$ cat src/design/aor_defs.svh
// Register offsets, field positions and reset values of the output block
`ifndef AOR_DEFS_SVH
`define AOR_DEFS_SVH
`define AOR_A_CTRL1     8'h20
`define AOR_A_FILT      8'h21
`define AOR_A_PIN1      8'h22
`define AOR_A_FMT       8'h23
`define AOR_A_CTRL5     8'h24
`define AOR_A_PIN2      8'h25
`define AOR_A_REF       8'h26
`define AOR_A_STAT      8'h27
`define AOR_A_OUTXL     8'h28
`define AOR_A_CFG       8'h30
`define AOR_A_SRC       8'h31
`define AOR_PAIR_STRIDE 8'h02
`define AOR_REG_RST     8'h00
`define AOR_ODR_OFF     4'h0
`define AOR_ODR_MSB     7
`define AOR_ODR_LSB     4
`define AOR_AXEN_MSB    2
`define AOR_AXEN_LSB    0
`define AOR_HPM_MSB     7
`define AOR_HPM_LSB     6
`define AOR_FILTER_CUTOFF_CODE_MSB    5
`define AOR_FILTER_CUTOFF_CODE_LSB    4
`define AOR_B_FDS       3
`define AOR_B_FILTER_ON_IRQ_GEN2     1
`define AOR_B_FILTER_ON_IRQ_GEN1     0
`define AOR_HP_SHIFT    3'h4
`define AOR_B_P1_TAP    7
`define AOR_B_P1_GEN1   6
`define AOR_B_P1_DRDY   4
`define AOR_B_P1_WTM    2
`define AOR_B_P1_QOVR   1
`define AOR_B_P2_TAP    7
`define AOR_B_P2_GEN1   6
`define AOR_B_P2_BOOT   4
`define AOR_B_POL       1
`define AOR_B_BDU       7
`define AOR_B_BLE       6
`define AOR_B_LATCH     3
`define AOR_B_AOI       7
`define AOR_B_SIXD      6
`define AOR_CFG_EN_MSB  5
`define AOR_CFG_EN_LSB  0
`define AOR_B_IA        6
`define AOR_B_STAT_OR   7
`define AOR_B_STAT_DA   3
`define AOR_HB_MSB      15
`define AOR_HB_LSB      8
`define AOR_LB_MSB      7
`define AOR_LB_LSB      0
`define AOR_BUF_DEPTH   2
`endif

$ cat src/design/aor_pkg.sv
// Types shared by the acceleration output block
package aor_pkg;
	localparam int AOR_WORD_W = 16;
	localparam int AOR_SMP_W  = 48;
	typedef logic [7:0]         aor_byte_t;
	typedef logic signed [15:0] aor_word_t;
	typedef enum logic [1:0] {
		AOR_HP_NORM_RST = 2'h0,
		AOR_HP_REFER    = 2'h1,
		AOR_HP_NORM     = 2'h2,
		AOR_HP_AUTO     = 2'h3
	} aor_hpm_t;
	typedef enum logic [1:0] {
		AOR_CMB_OR   = 2'h0,
		AOR_CMB_MOVE = 2'h1,
		AOR_CMB_AND  = 2'h2,
		AOR_CMB_POSN = 2'h3
	} aor_cmb_t;
	typedef struct packed {
		logic                 sclk_s1, sclk_s2, sclk_s3, sval_s1, sval_s2;
		logic [47:0]          sdat_s1, sdat_s2;
		aor_byte_t            ctrl1, filt, pin1, fmt, ctrl5, pin2, ref_v, cfg, src, rdata;
		aor_word_t [2:0]      raw, dc, live, shown, irqd;
		logic [2:0]           lock, seen_lo, seen_hi, pend;
		logic                 da, ovr, cond_prev, irq_pin_one, irq_pin_two;
		logic [5:0]           hits_prev;
	} aor_state_t;
endpackage

$ cat src/design/aor_pair_buf.sv
// Two-entry sample buffer with valid/ready on both sides
`timescale 1ns/1ps
`include "aor_defs.svh"
module aor_pair_buf
	import aor_pkg::*;
#(
	parameter int W = AOR_SMP_W,
	parameter int D = `AOR_BUF_DEPTH
) (
	// Clock and reset
	input  wire logic         clk_in,
	input  wire logic         rstn_in,
	// Filling side
	input  wire logic         in_valid_in,
	input  wire logic [W-1:0] in_data_in,
	output logic              in_ready_out,
	// Draining side
	output logic              out_valid_out,
	output logic [W-1:0]      out_data_out,
	input  wire logic         out_ready_in
);
	localparam int AW = (D > 1) ? $clog2(D) : 1;
	localparam int CW = $clog2(D + 1);
	typedef struct packed {
		logic [D-1:0][W-1:0] mem;
		logic [AW-1:0]       wr;
		logic [AW-1:0]       rd;
		logic [CW-1:0]       cnt;
	} aor_buf_st_t;
	aor_buf_st_t s, n;
	logic        push, take;

	assign in_ready_out  = s.cnt != CW'(D);
	assign out_valid_out = s.cnt != '0;
	assign out_data_out  = s.mem[s.rd];
	assign push          = in_valid_in & in_ready_out;
	assign take          = out_valid_out & out_ready_in;

	always_comb begin
		n = s;
		if (push) begin
			n.mem[s.wr] = in_data_in;
			n.wr = (s.wr == AW'(D - 1)) ? '0 : AW'(s.wr + AW'(1));
		end
		if (take) begin
			n.rd = (s.rd == AW'(D - 1)) ? '0 : AW'(s.rd + AW'(1));
		end
		n.cnt = CW'(s.cnt + CW'(push) - CW'(take));
	end

	always_ff @(posedge clk_in or negedge rstn_in) begin
		if (!rstn_in) begin
			s <= '0;
		end else begin
			s <= n;
		end
	end
endmodule

$ cat src/design/aor_sensor_out.sv
// Sample registers, status flags, high-pass filter and interrupt pin routing
`timescale 1ns/1ps
`include "aor_defs.svh"
// Functional notes
// - New-data flag bit 3 on complete set
// - Overrun flag bit 7 when unread data overwritten
// - Overrun clears after full read, no new sample
// - Data-ready routed to pin one when enabled
// - Polarity bit zero high, one low
// - Data-ready rises when new set ready
// - Data-ready drops after all enabled high bytes
// - Block update freezes pair until both read
// - Sample is low byte then high byte
// - Byte order bit swaps low and high
// - Filter selectable separately for output and interrupt
// - Two-bit filter mode field decoding
// - Cut-off code scales filter corner with rate
// - Reference read resets filter in mode 00, not in mode 10
// - Reference mode subtracts reference register value
// - Autoreset on interrupt event, read also resets
// - Pin one sources each gated by enable
// - AND/OR and six-direction select combination
// - Event asserts interrupt, records source axes
// - Disabled axis samples zero; reports zero when unfiltered
// - Power-down freezes output registers
// - Latched interrupt held until source read
module aor_sensor_out
	import aor_pkg::*;
(
	// Clock and reset
	input  wire logic        REF_CLK_IN,
	input  wire logic        RSTN_IN,
	// Register port
	input  wire logic [7:0]  REG_ADDR_IN,
	input  wire logic        REG_WR_IN,
	input  wire logic [7:0]  REG_WDATA_IN,
	input  wire logic        REG_RD_IN,
	output logic [7:0]       REG_RDATA_OUT,
	// Sample link
	input  wire logic        SMP_CLK_IN,
	input  wire logic        SMP_VALID_IN,
	input  wire logic [47:0] SMP_DATA_IN,
	output logic             SMP_READY_OUT,
	// Interrupt sources
	input  wire logic [5:0]  GEN1_AXIS_IN,
	input  wire logic        TAP_IN,
	input  wire logic        WTM_IN,
	input  wire logic        QOVR_IN,
	input  wire logic        BOOT_IN,
	// Interrupt data path and pins
	output logic [47:0]      GEN1_DATA_OUT,
	output logic             IRQ_PIN_ONE_OUT,
	output logic             IRQ_PIN_TWO_OUT
);
	aor_state_t  s, n;
	logic        edge_seen, drain_ok, pop, buf_valid, buf_ready, cond, flt_rst, rd_src, block_update_enable;
	logic [47:0] buf_data;
	logic [5:0]  hits, cfg_en;
	logic [2:0]  axen;
	aor_hpm_t    hpm;
	aor_cmb_t    cmb;

	function automatic aor_word_t hp_step(input aor_word_t x, input aor_word_t dc,
			input logic [1:0] code);
		logic signed [16:0] diff;
		logic signed [16:0] sum;
		diff = $signed({x[15], x}) - $signed({dc[15], dc});
		sum  = $signed({dc[15], dc}) + (diff >>> ({1'b0, code} + `AOR_HP_SHIFT));
		return sum[15:0];
	endfunction

	function automatic aor_byte_t pair_addr(input logic [1:0] ax, input logic hi);
		return aor_byte_t'(`AOR_A_OUTXL + ax * `AOR_PAIR_STRIDE + {7'h00, hi});
	endfunction

	function automatic aor_byte_t pick_byte(input aor_word_t w, input logic slot_hi,
			input logic swap);
		return (slot_hi ^ swap) ? w[`AOR_HB_MSB:`AOR_HB_LSB] : w[`AOR_LB_MSB:`AOR_LB_LSB];
	endfunction

	// Only the rising edge is used; the link clock is far slower than ours
	assign edge_seen = s.sclk_s2 & ~s.sclk_s3;
	assign drain_ok  = s.ctrl1[`AOR_ODR_MSB:`AOR_ODR_LSB] != `AOR_ODR_OFF;
	assign pop       = buf_valid & drain_ok;
	assign axen      = s.ctrl1[`AOR_AXEN_MSB:`AOR_AXEN_LSB];
	assign hpm       = aor_hpm_t'(s.filt[`AOR_HPM_MSB:`AOR_HPM_LSB]);
	assign cmb       = aor_cmb_t'({s.cfg[`AOR_B_AOI], s.cfg[`AOR_B_SIXD]});
	assign cfg_en    = s.cfg[`AOR_CFG_EN_MSB:`AOR_CFG_EN_LSB];
	assign hits      = GEN1_AXIS_IN & cfg_en;
	assign block_update_enable       = s.fmt[`AOR_B_BDU];
	assign rd_src    = REG_RD_IN && (REG_ADDR_IN == `AOR_A_SRC);

	always_comb begin
		case (cmb)
			AOR_CMB_OR:   cond = |hits;
			AOR_CMB_MOVE: cond = (|hits) && (hits != s.hits_prev);
			AOR_CMB_AND:  cond = (|cfg_en) && (hits == cfg_en);
			AOR_CMB_POSN: cond = $onehot(hits);
			default:      cond = 1'b0;
		endcase
	end

	// Mode 10 ignores the reset read; 00 and autoreset honour it
	assign flt_rst = (REG_RD_IN && (REG_ADDR_IN == `AOR_A_REF) &&
		(hpm == AOR_HP_NORM_RST || hpm == AOR_HP_AUTO)) ||
		(hpm == AOR_HP_AUTO && cond && !s.cond_prev);

	aor_pair_buf #(
		.W (AOR_SMP_W),
		.D (`AOR_BUF_DEPTH)
	) u_buf (
		.clk_in        (REF_CLK_IN),
		.rstn_in       (RSTN_IN),
		.in_valid_in   (edge_seen & s.sval_s2),
		.in_data_in    (s.sdat_s2),
		.in_ready_out  (buf_ready),
		.out_valid_out (buf_valid),
		.out_data_out  (buf_data),
		.out_ready_in  (drain_ok)
	);

	always_comb begin
		aor_word_t x_v;
		aor_word_t f_v;
		x_v = '0;
		f_v = '0;
		n = s;
		n.sclk_s1 = SMP_CLK_IN;
		n.sclk_s2 = s.sclk_s1;
		n.sclk_s3 = s.sclk_s2;
		n.sval_s1 = SMP_VALID_IN;
		n.sval_s2 = s.sval_s1;
		n.sdat_s1 = SMP_DATA_IN;
		n.sdat_s2 = s.sdat_s1;
		n.cond_prev = cond;
		n.hits_prev = hits;
		if (REG_WR_IN) begin
			case (REG_ADDR_IN)
				`AOR_A_CTRL1: n.ctrl1 = REG_WDATA_IN;
				`AOR_A_FILT:  n.filt  = REG_WDATA_IN;
				`AOR_A_PIN1:  n.pin1  = REG_WDATA_IN;
				`AOR_A_FMT:   n.fmt   = REG_WDATA_IN;
				`AOR_A_CTRL5: n.ctrl5 = REG_WDATA_IN;
				`AOR_A_PIN2:  n.pin2  = REG_WDATA_IN;
				`AOR_A_REF:   n.ref_v = REG_WDATA_IN;
				`AOR_A_CFG:   n.cfg   = REG_WDATA_IN;
				default: ;
			endcase
		end
		if (REG_RD_IN) begin
			n.rdata = `AOR_REG_RST;
			case (REG_ADDR_IN)
				`AOR_A_CTRL1: n.rdata = s.ctrl1;
				`AOR_A_FILT:  n.rdata = s.filt;
				`AOR_A_PIN1:  n.rdata = s.pin1;
				`AOR_A_FMT:   n.rdata = s.fmt;
				`AOR_A_CTRL5: n.rdata = s.ctrl5;
				`AOR_A_PIN2:  n.rdata = s.pin2;
				`AOR_A_REF:   n.rdata = s.ref_v;
				`AOR_A_CFG:   n.rdata = s.cfg;
				`AOR_A_SRC:   n.rdata = s.src;
				`AOR_A_STAT: begin
					n.rdata[`AOR_B_STAT_OR] = s.ovr;
					n.rdata[`AOR_B_STAT_DA] = s.da;
				end
				default: ;
			endcase
			for (int i = 0; i < 3; i++) begin
				if (REG_ADDR_IN == pair_addr(2'(i), 1'b0)) begin
					n.rdata = pick_byte(s.shown[i], 1'b0, s.fmt[`AOR_B_BLE]);
					n.seen_lo[i] = 1'b1;
					n.lock[i] = n.lock[i] | block_update_enable;
				end
				if (REG_ADDR_IN == pair_addr(2'(i), 1'b1)) begin
					n.rdata = pick_byte(s.shown[i], 1'b1, s.fmt[`AOR_B_BLE]);
					n.seen_hi[i] = 1'b1;
					n.lock[i] = n.lock[i] | block_update_enable;
					n.pend[i] = 1'b0;
				end
				if (n.seen_lo[i] && n.seen_hi[i]) begin
					n.seen_lo[i] = 1'b0;
					n.seen_hi[i] = 1'b0;
					n.lock[i] = 1'b0;
				end
			end
		end
		// A new sample wins over a read in the same cycle
		if (pop) begin
			n.da = 1'b1;
			if (s.da) begin
				n.ovr = 1'b1;
			end
			n.pend = axen;
			for (int i = 0; i < 3; i++) begin
				x_v = axen[i] ? buf_data[i*AOR_WORD_W +: AOR_WORD_W] : '0;
				n.raw[i] = x_v;
				if (hpm == AOR_HP_REFER) begin
					f_v = x_v - aor_word_t'({s.ref_v, `AOR_REG_RST});
				end else begin
					f_v = x_v - s.dc[i];
					n.dc[i] = hp_step(x_v, s.dc[i],
						s.filt[`AOR_FILTER_CUTOFF_CODE_MSB:`AOR_FILTER_CUTOFF_CODE_LSB]);
				end
				n.live[i] = s.filt[`AOR_B_FDS] ? f_v : x_v;
				n.irqd[i] = s.filt[`AOR_B_FILTER_ON_IRQ_GEN1] ? f_v : x_v;
			end
		end else if (s.da && n.pend == '0) begin
			n.da = 1'b0;
			n.ovr = 1'b0;
		end
		if (flt_rst) begin
			for (int i = 0; i < 3; i++) begin
				n.dc[i] = n.raw[i];
			end
		end
		for (int i = 0; i < 3; i++) begin
			if (!(block_update_enable && n.lock[i])) begin
				n.shown[i] = n.live[i];
			end
		end
		if (cond) begin
			n.src[`AOR_B_IA] = 1'b1;
			n.src[`AOR_CFG_EN_MSB:`AOR_CFG_EN_LSB] = hits;
		end else if (!s.ctrl5[`AOR_B_LATCH] || rd_src) begin
			n.src[`AOR_B_IA] = 1'b0;
		end
		n.irq_pin_one = n.pin2[`AOR_B_POL] ^ |{
			n.pin1[`AOR_B_P1_TAP] & TAP_IN,
			n.pin1[`AOR_B_P1_GEN1] & n.src[`AOR_B_IA],
			n.pin1[`AOR_B_P1_DRDY] & n.da,
			n.pin1[`AOR_B_P1_WTM] & WTM_IN,
			n.pin1[`AOR_B_P1_QOVR] & QOVR_IN};
		n.irq_pin_two = n.pin2[`AOR_B_POL] ^ |{
			n.pin2[`AOR_B_P2_TAP] & TAP_IN,
			n.pin2[`AOR_B_P2_GEN1] & n.src[`AOR_B_IA],
			n.pin2[`AOR_B_P2_BOOT] & BOOT_IN};
	end

	always_ff @(posedge REF_CLK_IN or negedge RSTN_IN) begin
		if (!RSTN_IN) begin
			s <= '0;
		end else begin
			s <= n;
		end
	end

	assign REG_RDATA_OUT = s.rdata;
	assign SMP_READY_OUT = buf_ready;
	assign GEN1_DATA_OUT = s.irqd;
	assign IRQ_PIN_ONE_OUT      = s.irq_pin_one;
	assign IRQ_PIN_TWO_OUT      = s.irq_pin_two;
endmodule

$ cat config.mk
export PLATFORM = sky130hd
export DESIGN_NAME = aor_sensor_out
export DESIGN_NICKNAME = d
export VERILOG_FILES = /design/src/design/aor_pkg.sv /design/src/design/aor_pair_buf.sv /design/src/design/aor_sensor_out.sv
export VERILOG_INCLUDE_DIRS = /design/src /design/src/design
export SDC_FILE = /design/constraint.sdc
export NUM_CORES = 1
export LEC_CHECK = 0
export BUFFER_PORTS_ARGS = -buffer_cell sky130_fd_sc_hd__buf_2
export CORE_ASPECT_RATIO = 1.25
export CORE_MARGIN = 5
export CORE_UTILIZATION = 30
export DETAILED_ROUTE_END_ITERATION = 6
export PLACE_DENSITY = 0.55
export SLEW_MARGIN = 20
export SYNTH_ARGS = -nofsm -noshare
export SYNTH_HDL_FRONTEND = slang
export SYNTH_SLANG_ARGS = --single-unit
$ cat constraint.sdc
create_clock -name REF_CLK_IN -period 10 [get_ports REF_CLK_IN]
set_clock_uncertainty 0.1 [all_clocks]
set_input_delay 1 -clock REF_CLK_IN [delete_from_list [all_inputs] [get_ports REF_CLK_IN]]
set_output_delay 1 -clock REF_CLK_IN [all_outputs]
set_load 0.05 [all_outputs]
Word-level counts from Yosys, hierarchy flattened:

Cells that the tools add are included.

* register bits: 543
* input port bits: 80
* logic and storage cells: 256

* add/subtract/negate cells: 22
* magnitude comparators: 3
* eq/ne operators: 27
* shift operators: 3
* mux-type cells: 88
* bitwise operators: 22
* reduce and logical (&&, ||, !) cells: 41

Operators with widths (number)
* 2-to-1 mux 16 bit: 15
* 2-to-1 mux 48 bit: 5
* 2-to-1 mux 144 bit: 1
* 2-to-1 mux 8 bit: 18
* equality test 8 x 6 -> 1 bit (second input constant): 16
* bitwise mux 96 bit: 1
* subtractor 16 bit: 6
* case mux 3 bit (9 select lines): 2
* >>> shifter 17 x 3 -> 16 bit: 3
* subtractor 16 x 16 -> 17 bit: 3
* adder 16 bit: 3
* demux 48 bit (select 1 bit): 1
* 2-to-1 mux 1 bit: 38
* AND reduction 2 bit: 10
* logical AND 1 bit: 15
* bitwise AND 1 bit: 12
* 2-to-1 mux 12 bit: 1
* OR reduction 6 bit: 2
* case mux 1 bit (10 select lines): 1
* case mux 1 bit (9 select lines): 1
* adder 1 x 1 -> 2 bit: 3
* bitwise AND 6 bit: 1
* equality test 2 bit (second input constant): 3
* equality test 6 bit: 1
* 26 further kinds: 44

Longest topological paths before layout:

Gate-level depths: netlist of the first run.

* depth after elaboration: 14
* mapped depth: 27
* gate-level depth less buffers: 25

Modules after synthesis:

From an unflattened synthesis of the first run, not the netlist that was laid out.

* cell total of the unflattened synthesis: 3003
* area total of the unflattened synthesis: 30121.4 um2

By module, submodules not included
* aor_sensor_out: times used 1, cells an instance 2731, area an instance 25618.3 um2, seq. area each 11085.6 um2
* aor_pair_buf: times used 1, cells an instance 272, area an instance 4503.1 um2, seq. area each 2502.4 um2

Worst setup path before layout of the first run:

OpenSTA, ideal clock, no wires.

* kind: register to register
* start: register u_buf.s[2] in the netlist's numbering
* end: register s[197] in the netlist's numbering
* data arrival time: 5.587 ns
* required time: 9.771 ns
* slack: 4.184 ns
* cell stages (with the launch flop): 26
* buffers on the path: 3
* period minus slack after synthesis: 5.816 ns
* cells stage by stage: dfrtp_1 -> clkbuf_1 -> buf_1 -> buf_1 -> mux2_2 -> nand2_1 -> inv_1 -> ha_1 -> a21o_1 -> a21oi_1 -> o21bai_1 -> a21oi_1 -> xnor2_1 -> mux2i_1 -> a21oi_1 -> ha_1 -> fa_1 -> a21o_1 -> a21o_1 -> a2111oi_2 -> nor3_1 -> or4_1 -> a31o_2 -> a21oi_1 -> xor2_1 -> o21ai_0

* word-level cells in the longest chain between the ends: 9

RTL lines
* from (decl): RTL line aor_pair_buf.sv:30 `aor_buf_st_t s, n;`
* from (signal assigned): RTL line aor_pair_buf.sv:55 `s <= n;`
* 2-to-1 mux 48 bit (not written as such) * (2 in series): RTL line aor_pair_buf.sv:35 `assign out_data_out = s.mem[s.rd];`
* 2-to-1 mux 16 bit *: RTL line aor_sensor_out.sv:195 `x_v = axen[i] ? buf_data[i*AOR_WORD_W +: AOR_WORD_W] : '0;`
* subtractor 16 x 16 -> 17 bit: RTL line aor_sensor_out.sv:67 `diff = $signed({x[15], x}) - $signed({dc[15], dc});`
* >>> shifter 17 x 3 -> 16 bit: RTL line aor_sensor_out.sv:68 `` sum = $signed({dc[15], dc}) + (diff >>> ({1'b0, code} + `AOR_HP_SHIFT)); ``
* adder 16 bit: RTL line aor_sensor_out.sv:68
* 2-to-1 mux 16 bit: RTL line aor_sensor_out.sv:197 `if (hpm == AOR_HP_REFER) begin`
* 2-to-1 mux 144 bit *: RTL line aor_sensor_out.sv:188 `if (pop) begin`
* 2-to-1 mux 48 bit *: RTL line aor_sensor_out.sv:211 `if (flt_rst) begin`
* to (signal assigned): RTL line aor_sensor_out.sv:243 `s <= n;`
* to (decl): RTL line aor_sensor_out.sv:55 `aor_state_t s, n;`

Mark *: on every way between the ends. The rest lies on a longest branch, timed or not. The select of a mux whose other input is x is not followed.
A chain may end at the register's enable or synchronous reset.

Worst setup path after layout of the first run:

* start: register u_buf.s[2] in the netlist's numbering
* end: register s[181] in the netlist's numbering

The elaborated chain is that of the path after synthesis.

==> results.py, run 1 <==
metrics = {
    "detailed_routing": {
        "drt_iter0_drc": 1578,
        "ant_nets": 0,
        "remaining_drc_errors": 0,
        "dr.pass1.iters": 5,
        "vias": 21500,
        "wirelength_um": 88500,
        "wire_per_inst_um": 20.7,
        "vias_per_cell": 5.04,
    },
    "synthesis": {
        "syn_area_per_cell_um2": 10.2,
        "syn-cell-area_mm2": 0.0295,
        "synthCells": 2894,
        "yosysTopAreaCell": "dfrtp_1",
        "synth_area_leaders": "dfrtp_1 46%, mux2_2 9.3%, ha_1 5.9%",
        "synth_fp_nets": 3125,
        "netlist.area_leader.share_pct": 46.1,
        "ys_seq_area_share_pct": 46.1,
        "ys_ff_latch": 543,
        "synth_flop_cell": "dfrtp_1",
        "yosysUniqueCellTypes": 86,
        "yosys_warnings": 0,
        "ys_async_sr_fraction_pct": 100,
        "synth-edff-count": 0,
    },
    "timing": {
        "drv_slew": 0,
        "max_freq_ghz": 0.150,
        "worstMarginPinSlew_ns": 1.09,
        "hold_violations": 0,
        "rsz0062_at_grt": "no",
        "min_period_ns": 6.65,
        "setup_tns_ns": 0,
        "finalSetupViolations": 0,
        "post-route-period-util_pct": 66.5,
        "slew_headroom_pct": 27.2,
    },
    "critical_path": {
        "reg2reg_to": "s[181]$_DFFE_PN0P_",
        "worstSetupEndpointType": "flip-flop",
        "cp.required_ns": 10.43,
        "crit_path_max_incr_delay_ns": 0.88,
        "slowest_stage": "dfrtp_2",
        "cp_max_fo": 29,
        "critPathTopFamily": "compound AO/OA/AOI/OAI gates",
        "worstSetupPathType": "reg -> reg",
        "critPathBufInv": 3,
        "crit_arrival_ns": 7.08,
        "start_kind": "flip-flop",
        "reg2reg_depth": 25,
        "crit_start": "u_buf.s[2]$_DFFE_PN0P_",
        "endpoint": "s[181]$_DFFE_PN0P_",
        "path_depth": 25,
        "reg2reg_from": "u_buf.s[2]$_DFFE_PN0P_",
        "ff2ff_setup_slack_ns": 3.35,
    },
    "grt": {
        "overflow": 0,
        "grt_max_degree": 142,
        "grt_use_total_pct": 16.5,
        "grt_pass1_wl_um": 136000,
        "antenna_found_initial": 11,
        "grt_pass1_vias": 21800,
    },
    "pwr": {
        "power.leakage_nw": 15.4,
        "p_int_mw": 5.75,
        "ir_drop_uv": 152,
        "power_frac_comb_pct": 43.3,
        "swShare_pct": 39.3,
        "fin_total_pwr_mw": 9.47,
        "share_clk_of_total_power_pct": 24.7,
        "p_seq_share_pct": 31.9,
        "p_per_area_mw_per_mm2": 285,
        "power.switching_mw": 3.72,
    },
    "place": {
        "dp.final_hpwl_um": 64100,
        "dp.cells": 4165,
        "port_buffers": 138,
        "place.gp.congestion": 0.895,
    },
    "floorplan": {
        "io_pins": 139,
        "start_util_pct": 30.2,
        "core_region_area_mm2": 0.0975,
        "chipWidth_um": 290,
        "rows": 128,
        "fp.dieH_um": 361,
        "die_area_mm2": 0.105,
    },
    "clocking": {
        "cts.sinks": 543,
        "ctsResizeCount": 0,
        "cts_tree": "done",
        "htreeDepth": 2,
        "cts-root-buf": "clkbuf_16",
        "clkSlewWorstSetupHoldPaths_ns": 0.06,
        "ctsLongestPathBuffers": 3,
        "post_cts_buffers": 0,
        "clkLatencyLatePin_ns": 0.65,
        "cts_inserted_buffers": 58,
        "cts_hold_buf": 0,
    },
    "min_path": {
        "min_from": "n[368]$_DFF_PN0_",
        "min_path_type": "reg -> reg",
    },
    "final_layout": {
        "layoutNonFillerInstCount": 4277,
        "fin_nets": 3156,
        "area_delta_synth_final_pct": 12.6,
        "drive_gt1_share_pct": 19.1,
    },
    "outcome": {
        "status": "completed",
    },
    "flow_run": {
        "max_cap_viol_count": 0,
    },
}
-- cells in the final DEF (no fill, tap or decap), drive strengths merged, types with 29 or more instances in the layout --
master,synthesis,final
dfrtp,543,543
nand2,323,323
mux2,244,244
a21oi,191,191
o21ai,182,182
buf,107,175
nor2,167,167
ha,139,139
inv,133,136
mux2i,109,109
clkbuf,97,73
xnor2,57,57
nor2b,53,53
o22ai,52,52
xor2,44,44
nor3,40,40
a22oi,39,39
a21o,39,39
a211oi,29,29
nand3,29,29
-- worst min path at each step --
| stage | end | slack [ns] | cells after the start |
|---|---|---|---|
| 3_3_place_gp | s[381]$_DFF_PN0_ | 0.23 | 0 |
| 6_report | s[368]$_DFF_PN0_ | 0.24 | 0 |
| 5_1_grt | s[368]$_DFF_PN0_ | 0.25 | 0 |
| 4_1_cts | s[357]$_DFF_PN0_ | 0.25 | 0 |
| 3_5_place_dp | s[357]$_DFF_PN0_ | 0.23 | 0 |
| 2_1_floorplan | n[441]$_DFF_PN0_ | 0.23 | 0 |
-- power by group through the flow --
| stage | Combinational (mW) | Sequential, mW | Clock, mW |
|---|---|---|---|
| floorplan | 3.19 | 2.92 | 0 |
| global placement | 4.05 | 3.06 | 0 |
| detailed placement | 4.07 | 3.07 | 0 |
| CTS | 4.10 | 3.03 | 2.41 |
| global route | 4.54 | 3.09 | 2.50 |
| finish | 4.10 | 3.03 | 2.34 |
-- cell type report --
| cell class | instances | area [um^2] |
|---|---|---|
| antenna | 2 | 5.00 |
| clock buffer | 73 | 1610 |
| inverter | 134 | 503 |
| tap | 1300 | 1630 |
| sequential | 543 | 13600 |
| multi-input combinational | 2013 | 14400 |
| timing repair buffer | 175 | 991 |
| clock inverter | 37 | 477 |
| fill | 9892 | 64300 |
-- kinds of logic (layout without fill, tap and decap cells) --
| kind of cell | Yosys count | after routing | share of synthesized area, % |
|---|---|---|---|
| mux | 357 | 357 | 13.3 |
| compound gates | 692 | 692 | 14.6 |
| buf+inv | 338 | 419 | 5.22 |
| xor+xnor | 101 | 101 | 3.00 |
| other cells | 0 | 2 | 0 |
| simple gates | 712 | 712 | 11.0 |
| fa+ha+maj | 151 | 151 | 6.71 |
| flops | 543 | 543 | 46.1 |
-- layer usage --
| layer | global-route usage [%] | vias to the layer above | part of all wire [%] |
|---|---|---|---|
| met5 | 0 | - | 0.062 |
| met4 | 5.41 | 8 | 3.4 |
| met2 | 27.5 | 545 | 47 |
| met3 | 2.68 | 145 | 4.7 |
| met1 | 22.0 | 10600 | 45 |
| li1 | - | 10200 | - |
-- state kept, by name, summed over array words and instances, names as in the netlist --
register,cells
n,51
REG_RDATA_OUT,8
cmb,2
axen,3
IRQ_PIN_ONE_OUT,1
block_update_enable,1
GEN1_DATA_OUT,48
s,320
hpm,2
u_buf.s,100
IRQ_PIN_TWO_OUT,1
cfg_en,6
-- cell usage after synthesis (13+ instances only) --
library cell	count
nor2b_1	53
and2_1	14
mux2_2	243
mux2i_1	109
xor2_1	44
nand3_1	27
a21o_1	39
a211oi_1	29
xnor2_1	57
dfrtp_1	543
o21ai_0	178
nand2b_1	24
nor3_1	37
inv_1	131
ha_1	139
nor2_1	166
a22oi_1	39
clkbuf_1	97
o221ai_1	15
nand2_1	322
a21oi_1	189
o22ai_1	52
buf_1	26
a31oi_1	27
o211ai_1	14
buf_2	17
and3_1	13
buf_4	62
-- metrics by stage --
| stage | cell area [um^2] | worst slack (ns) | utilization (%) | hold WS, ns |
|---|---|---|---|---|
| global placement | 31100 | 3.44 | 31.9 | 0.234 |
| floorplan | 29500 | 4.18 | - | 0.231 |
| finish | 33200 | 3.35 | 34.0 | 0.245 |
| global route | 33200 | 2.80 | 34.0 | 0.253 |
| detailed placement | 31100 | 3.36 | 31.9 | 0.235 |
| CTS | 33200 | 3.31 | 34.0 | 0.249 |
Note: power is estimated with default switching activity, not from simulation.
==> run 2: changes to the inputs <==
--- a/config.mk
+++ b/config.mk
@@ -11,7 +11,7 @@
 export CORE_MARGIN = 5
 export CORE_UTILIZATION = 30
 export DETAILED_ROUTE_END_ITERATION = 6
-export PLACE_DENSITY = 0.55
+export PLACE_DENSITY = 0.56
 export SLEW_MARGIN = 20
 export SYNTH_ARGS = -nofsm -noshare
 export SYNTH_HDL_FRONTEND = slang
==> constraint.sdc (replaced) <==
create_clock -name REF_CLK_IN -period 5.45 [get_ports REF_CLK_IN]
set_clock_uncertainty 0.1 [all_clocks]
set_input_delay 0.545 -clock REF_CLK_IN [delete_from_list [all_inputs] [get_ports REF_CLK_IN]]
set_output_delay 0.545 -clock REF_CLK_IN [all_outputs]
set_load 0.05 [all_outputs]
==> run 2 against run 1 <==
The flow now finishes with violations (DRC, setup timing). Cell area grew 8.5%. Critical path type unchanged. Flip-flop and latch count is the same. Sequential power grew 82%. Critical endpoint is now s[198]$_DFFE_PN0P_. Largest cell class unchanged.
==> results.py, run 2 (synthesis results as in run 1) <==
metrics = {
    "outcome": {
        "status": "finished with violations",
        "violations": "DRC, setup timing",
    },
    "place": {
        "port_buffers": 138,
        "place.gp.congestion": 0.919,
        "post_dp_cell_area_mm2": 0.0328,
        "dp.final_hpwl_um": 67700,
    },
    "timing": {
        "post-route-period-util_pct": 100,
        "hold_violations": 0,
        "drv_slew": 0,
        "rsz0062_at_grt": "yes",
        "worstMarginPinSlew_ns": 0.909,
        "max_freq_ghz": 0.183,
        "finalSetupViolations": 1,
        "fin_ws_ns": -0.0177,
        "min_period_ns": 5.47,
        "slew_headroom_pct": 39.3,
    },
    "floorplan": {
        "fp.dieH_um": 361,
        "core_region_area_mm2": 0.0975,
        "io_pins": 139,
        "die_area_mm2": 0.105,
        "rows": 128,
        "chipWidth_um": 290,
        "start_util_pct": 30.2,
    },
    "clocking": {
        "cts.sinks": 543,
        "htreeDepth": 2,
        "clkSlewWorstSetupHoldPaths_ns": 0.06,
        "cts_tree": "done",
        "cts_inserted_buffers": 57,
        "ctsLongestPathBuffers": 3,
        "clkLatencyLatePin_ns": 0.65,
        "cts-root-buf": "clkbuf_16",
    },
    "grt": {
        "grt_pass1_vias": 23200,
        "grt_pass1_wl_um": 141000,
        "antenna_found_initial": 1,
        "grt-busiest-layer": "met2",
        "grt_use_total_pct": 17.0,
        "met3_usage_pct": 2.41,
        "grt_max_degree": 169,
        "grtUsageMet1_pct": 22.8,
        "grt_util_met2_pct": 28.4,
        "overflow": 0,
    },
    "min_path": {
        "holdPathStages": 3,
        "min_from": "BOOT_IN",
        "holdPathEnd": "IRQ_PIN_TWO_OUT$_DFF_PN0_",
        "min_path_type": "in -> reg",
    },
    "critical_path": {
        "crit_path_max_incr_delay_ns": 0.44,
        "crit_arrival_ns": 5.91,
        "reg2reg_to": "s[198]$_DFFE_PN0P_",
        "reg2reg_from": "u_buf.s[2]$_DFFE_PN0P_",
        "ff2ff_setup_slack_ns": -0.02,
        "cp.required_ns": 5.89,
        "critPathBufInv": 5,
        "reg2reg_depth": 27,
        "slowest_stage": "dfrtp_2",
        "critPathTopFamily": "compound AO/OA/AOI/OAI gates",
        "cp_max_fo": 3,
        "start_kind": "flip-flop",
        "worstSetupEndpointType": "flip-flop",
        "worstSetupPathType": "reg -> reg",
    },
    "final_layout": {
        "fillers": 9761,
        "largest_register_ffs": 320,
        "final_core_utilization_pct": 36.9,
        "drive_gt1_share_pct": 27.6,
        "area_delta_synth_final_pct": 22.2,
        "top_register": "s",
        "fin_nets": 3456,
        "final_common_cell": "dfrtp_1",
        "layout_common_cells": "541 x dfrtp_1, 316 x nand2_1, 277 x buf_4",
        "stdcell_area_mm2": 0.0360,
    },
    "detailed_routing": {
        "vias_per_cell": 5.01,
        "drt_iter0_drc": 1515,
        "dr.pass1.iters": 7,
        "remaining_drc_errors": 2,
        "wirelength_um": 92200,
        "ant_nets": 0,
        "vias": 22900,
        "wire_per_inst_um": 20.2,
    },
    "pwr": {
        "power.leakage_nw": 16.9,
        "power_frac_comb_pct": 51.4,
        "p_per_area_mw_per_mm2": 536,
        "p_seq_share_pct": 28.5,
        "share_clk_of_total_power_pct": 20.2,
        "ir_drop_uv": 273,
        "power.switching_mw": 7.51,
        "swShare_pct": 38.9,
        "p_int_mw": 11.8,
    },
    "flow_run": {
        "max_cap_viol_count": 0,
    },
}
## run 2: changes by cell type in the layout (fill, tap and decap cells not counted), moves of 9 or more
cell | before | now
a21oi_1 | 189 | 170
a21oi_2 | 0 | 18
buf_4 | 36 | 277
clkbuf_1 | 6 | 16
dlygate4sd3_1 | 0 | 51
ha_1 | 138 | 129
mux2i_1 | 109 | 99
o21ai_0 | 178 | 168
xnor2_1 | 57 | 47
xnor2_2 | 0 | 10
## run 2: area by class of cell
cell class | instances | area [um^2] | share of cell area (%)
multi-input cells | 2013 | 15000 | 41.5
flip-flops and latches | 543 | 13600 | 37.7
repair buffers | 476 | 3490 | 9.70
clock buffers | 84 | 1650 | 4.58
well taps | 1300 | 1630 | 4.51
inverters | 134 | 508 | 1.41
clock inverters | 19 | 195 | 0.542
diodes | 1 | 2.50 | 0.00695
## run 2: routing by layer
metal / wire (um) / share of wire (%)
met1: 41000 / 45
met2: 43200 / 47
met3: 4280 / 4.6
met4: 3660 / 4.0
met5: 0 / 0
## run 2: repair_timing
| item | CTS | global route |
|---|---|---|
| resized for setup | 32 | 108 |
| cloned | 0 | 1 |
| hold endpoints to repair | 149 | 0 |
| hold buffers | 51 | 0 |
| endpoints found under the setup margin | 11 | 16 |
| buffers inserted | 7 | 21 |
| pin swaps | 23 | 74 |
## run 2: worst max path at each step
stage,startpoint,end,cells past startpoint
final,u_buf.s[2]$_DFFE_PN0P_,s[198]$_DFFE_PN0P_,27
after floorplan,u_buf.s[2]$_DFFE_PN0P_,s[197]$_DFFE_PN0P_,26
after global routing,u_buf.s[2]$_DFFE_PN0P_,s[198]$_DFFE_PN0P_,26
after global placement,u_buf.s[2]$_DFFE_PN0P_,s[213]$_DFFE_PN0P_,22
after CTS,u_buf.s[2]$_DFFE_PN0P_,s[213]$_DFFE_PN0P_,23
after detailed placement,u_buf.s[2]$_DFFE_PN0P_,s[213]$_DFFE_PN0P_,22
## run 2: power groups by stage
stage | Clock, mW | Sequential (mW) | Combinational, mW
after floorplan | 0 | 5.35 | 5.85
after global placement | 0 | 5.54 | 8.87
after detailed placement | 0 | 5.57 | 8.90
after CTS | 4.02 | 5.50 | 9.21
after global routing | 4.16 | 5.61 | 10.8
final | 3.89 | 5.50 | 9.91
## run 2: worst register-to-register path, delay by kind of cell, from the launching register on
kind	cells	cell delay, ns
compound gates	10	1.83
xor+xnor	2	0.25
fa+ha+maj	3	0.81
buf+inv	5	0.55
flops	1	0.44
mux	3	0.60
simple gates	4	0.79
## run 2: per-stage QoR
| step | std cells | setup TNS (ns) | power (mW) | setup slack (ns) | hold slack [ns] |
|---|---|---|---|---|---|
| CTS | 4548 | -0.0467 | 18.7 | -0.0467 | 0.112 |
| detailed placement | 4387 | -1.82 | 14.5 | -0.325 | 0.235 |
| finish | 4570 | -0.0177 | 19.3 | -0.0177 | 0.147 |
| floorplan | 2894 | -0.167 | 11.2 | -0.167 | 0.149 |
| global route | 4570 | -0.831 | 20.6 | -0.293 | 0.130 |
| global placement | 4387 | -1.18 | 14.4 | -0.249 | 0.233 |
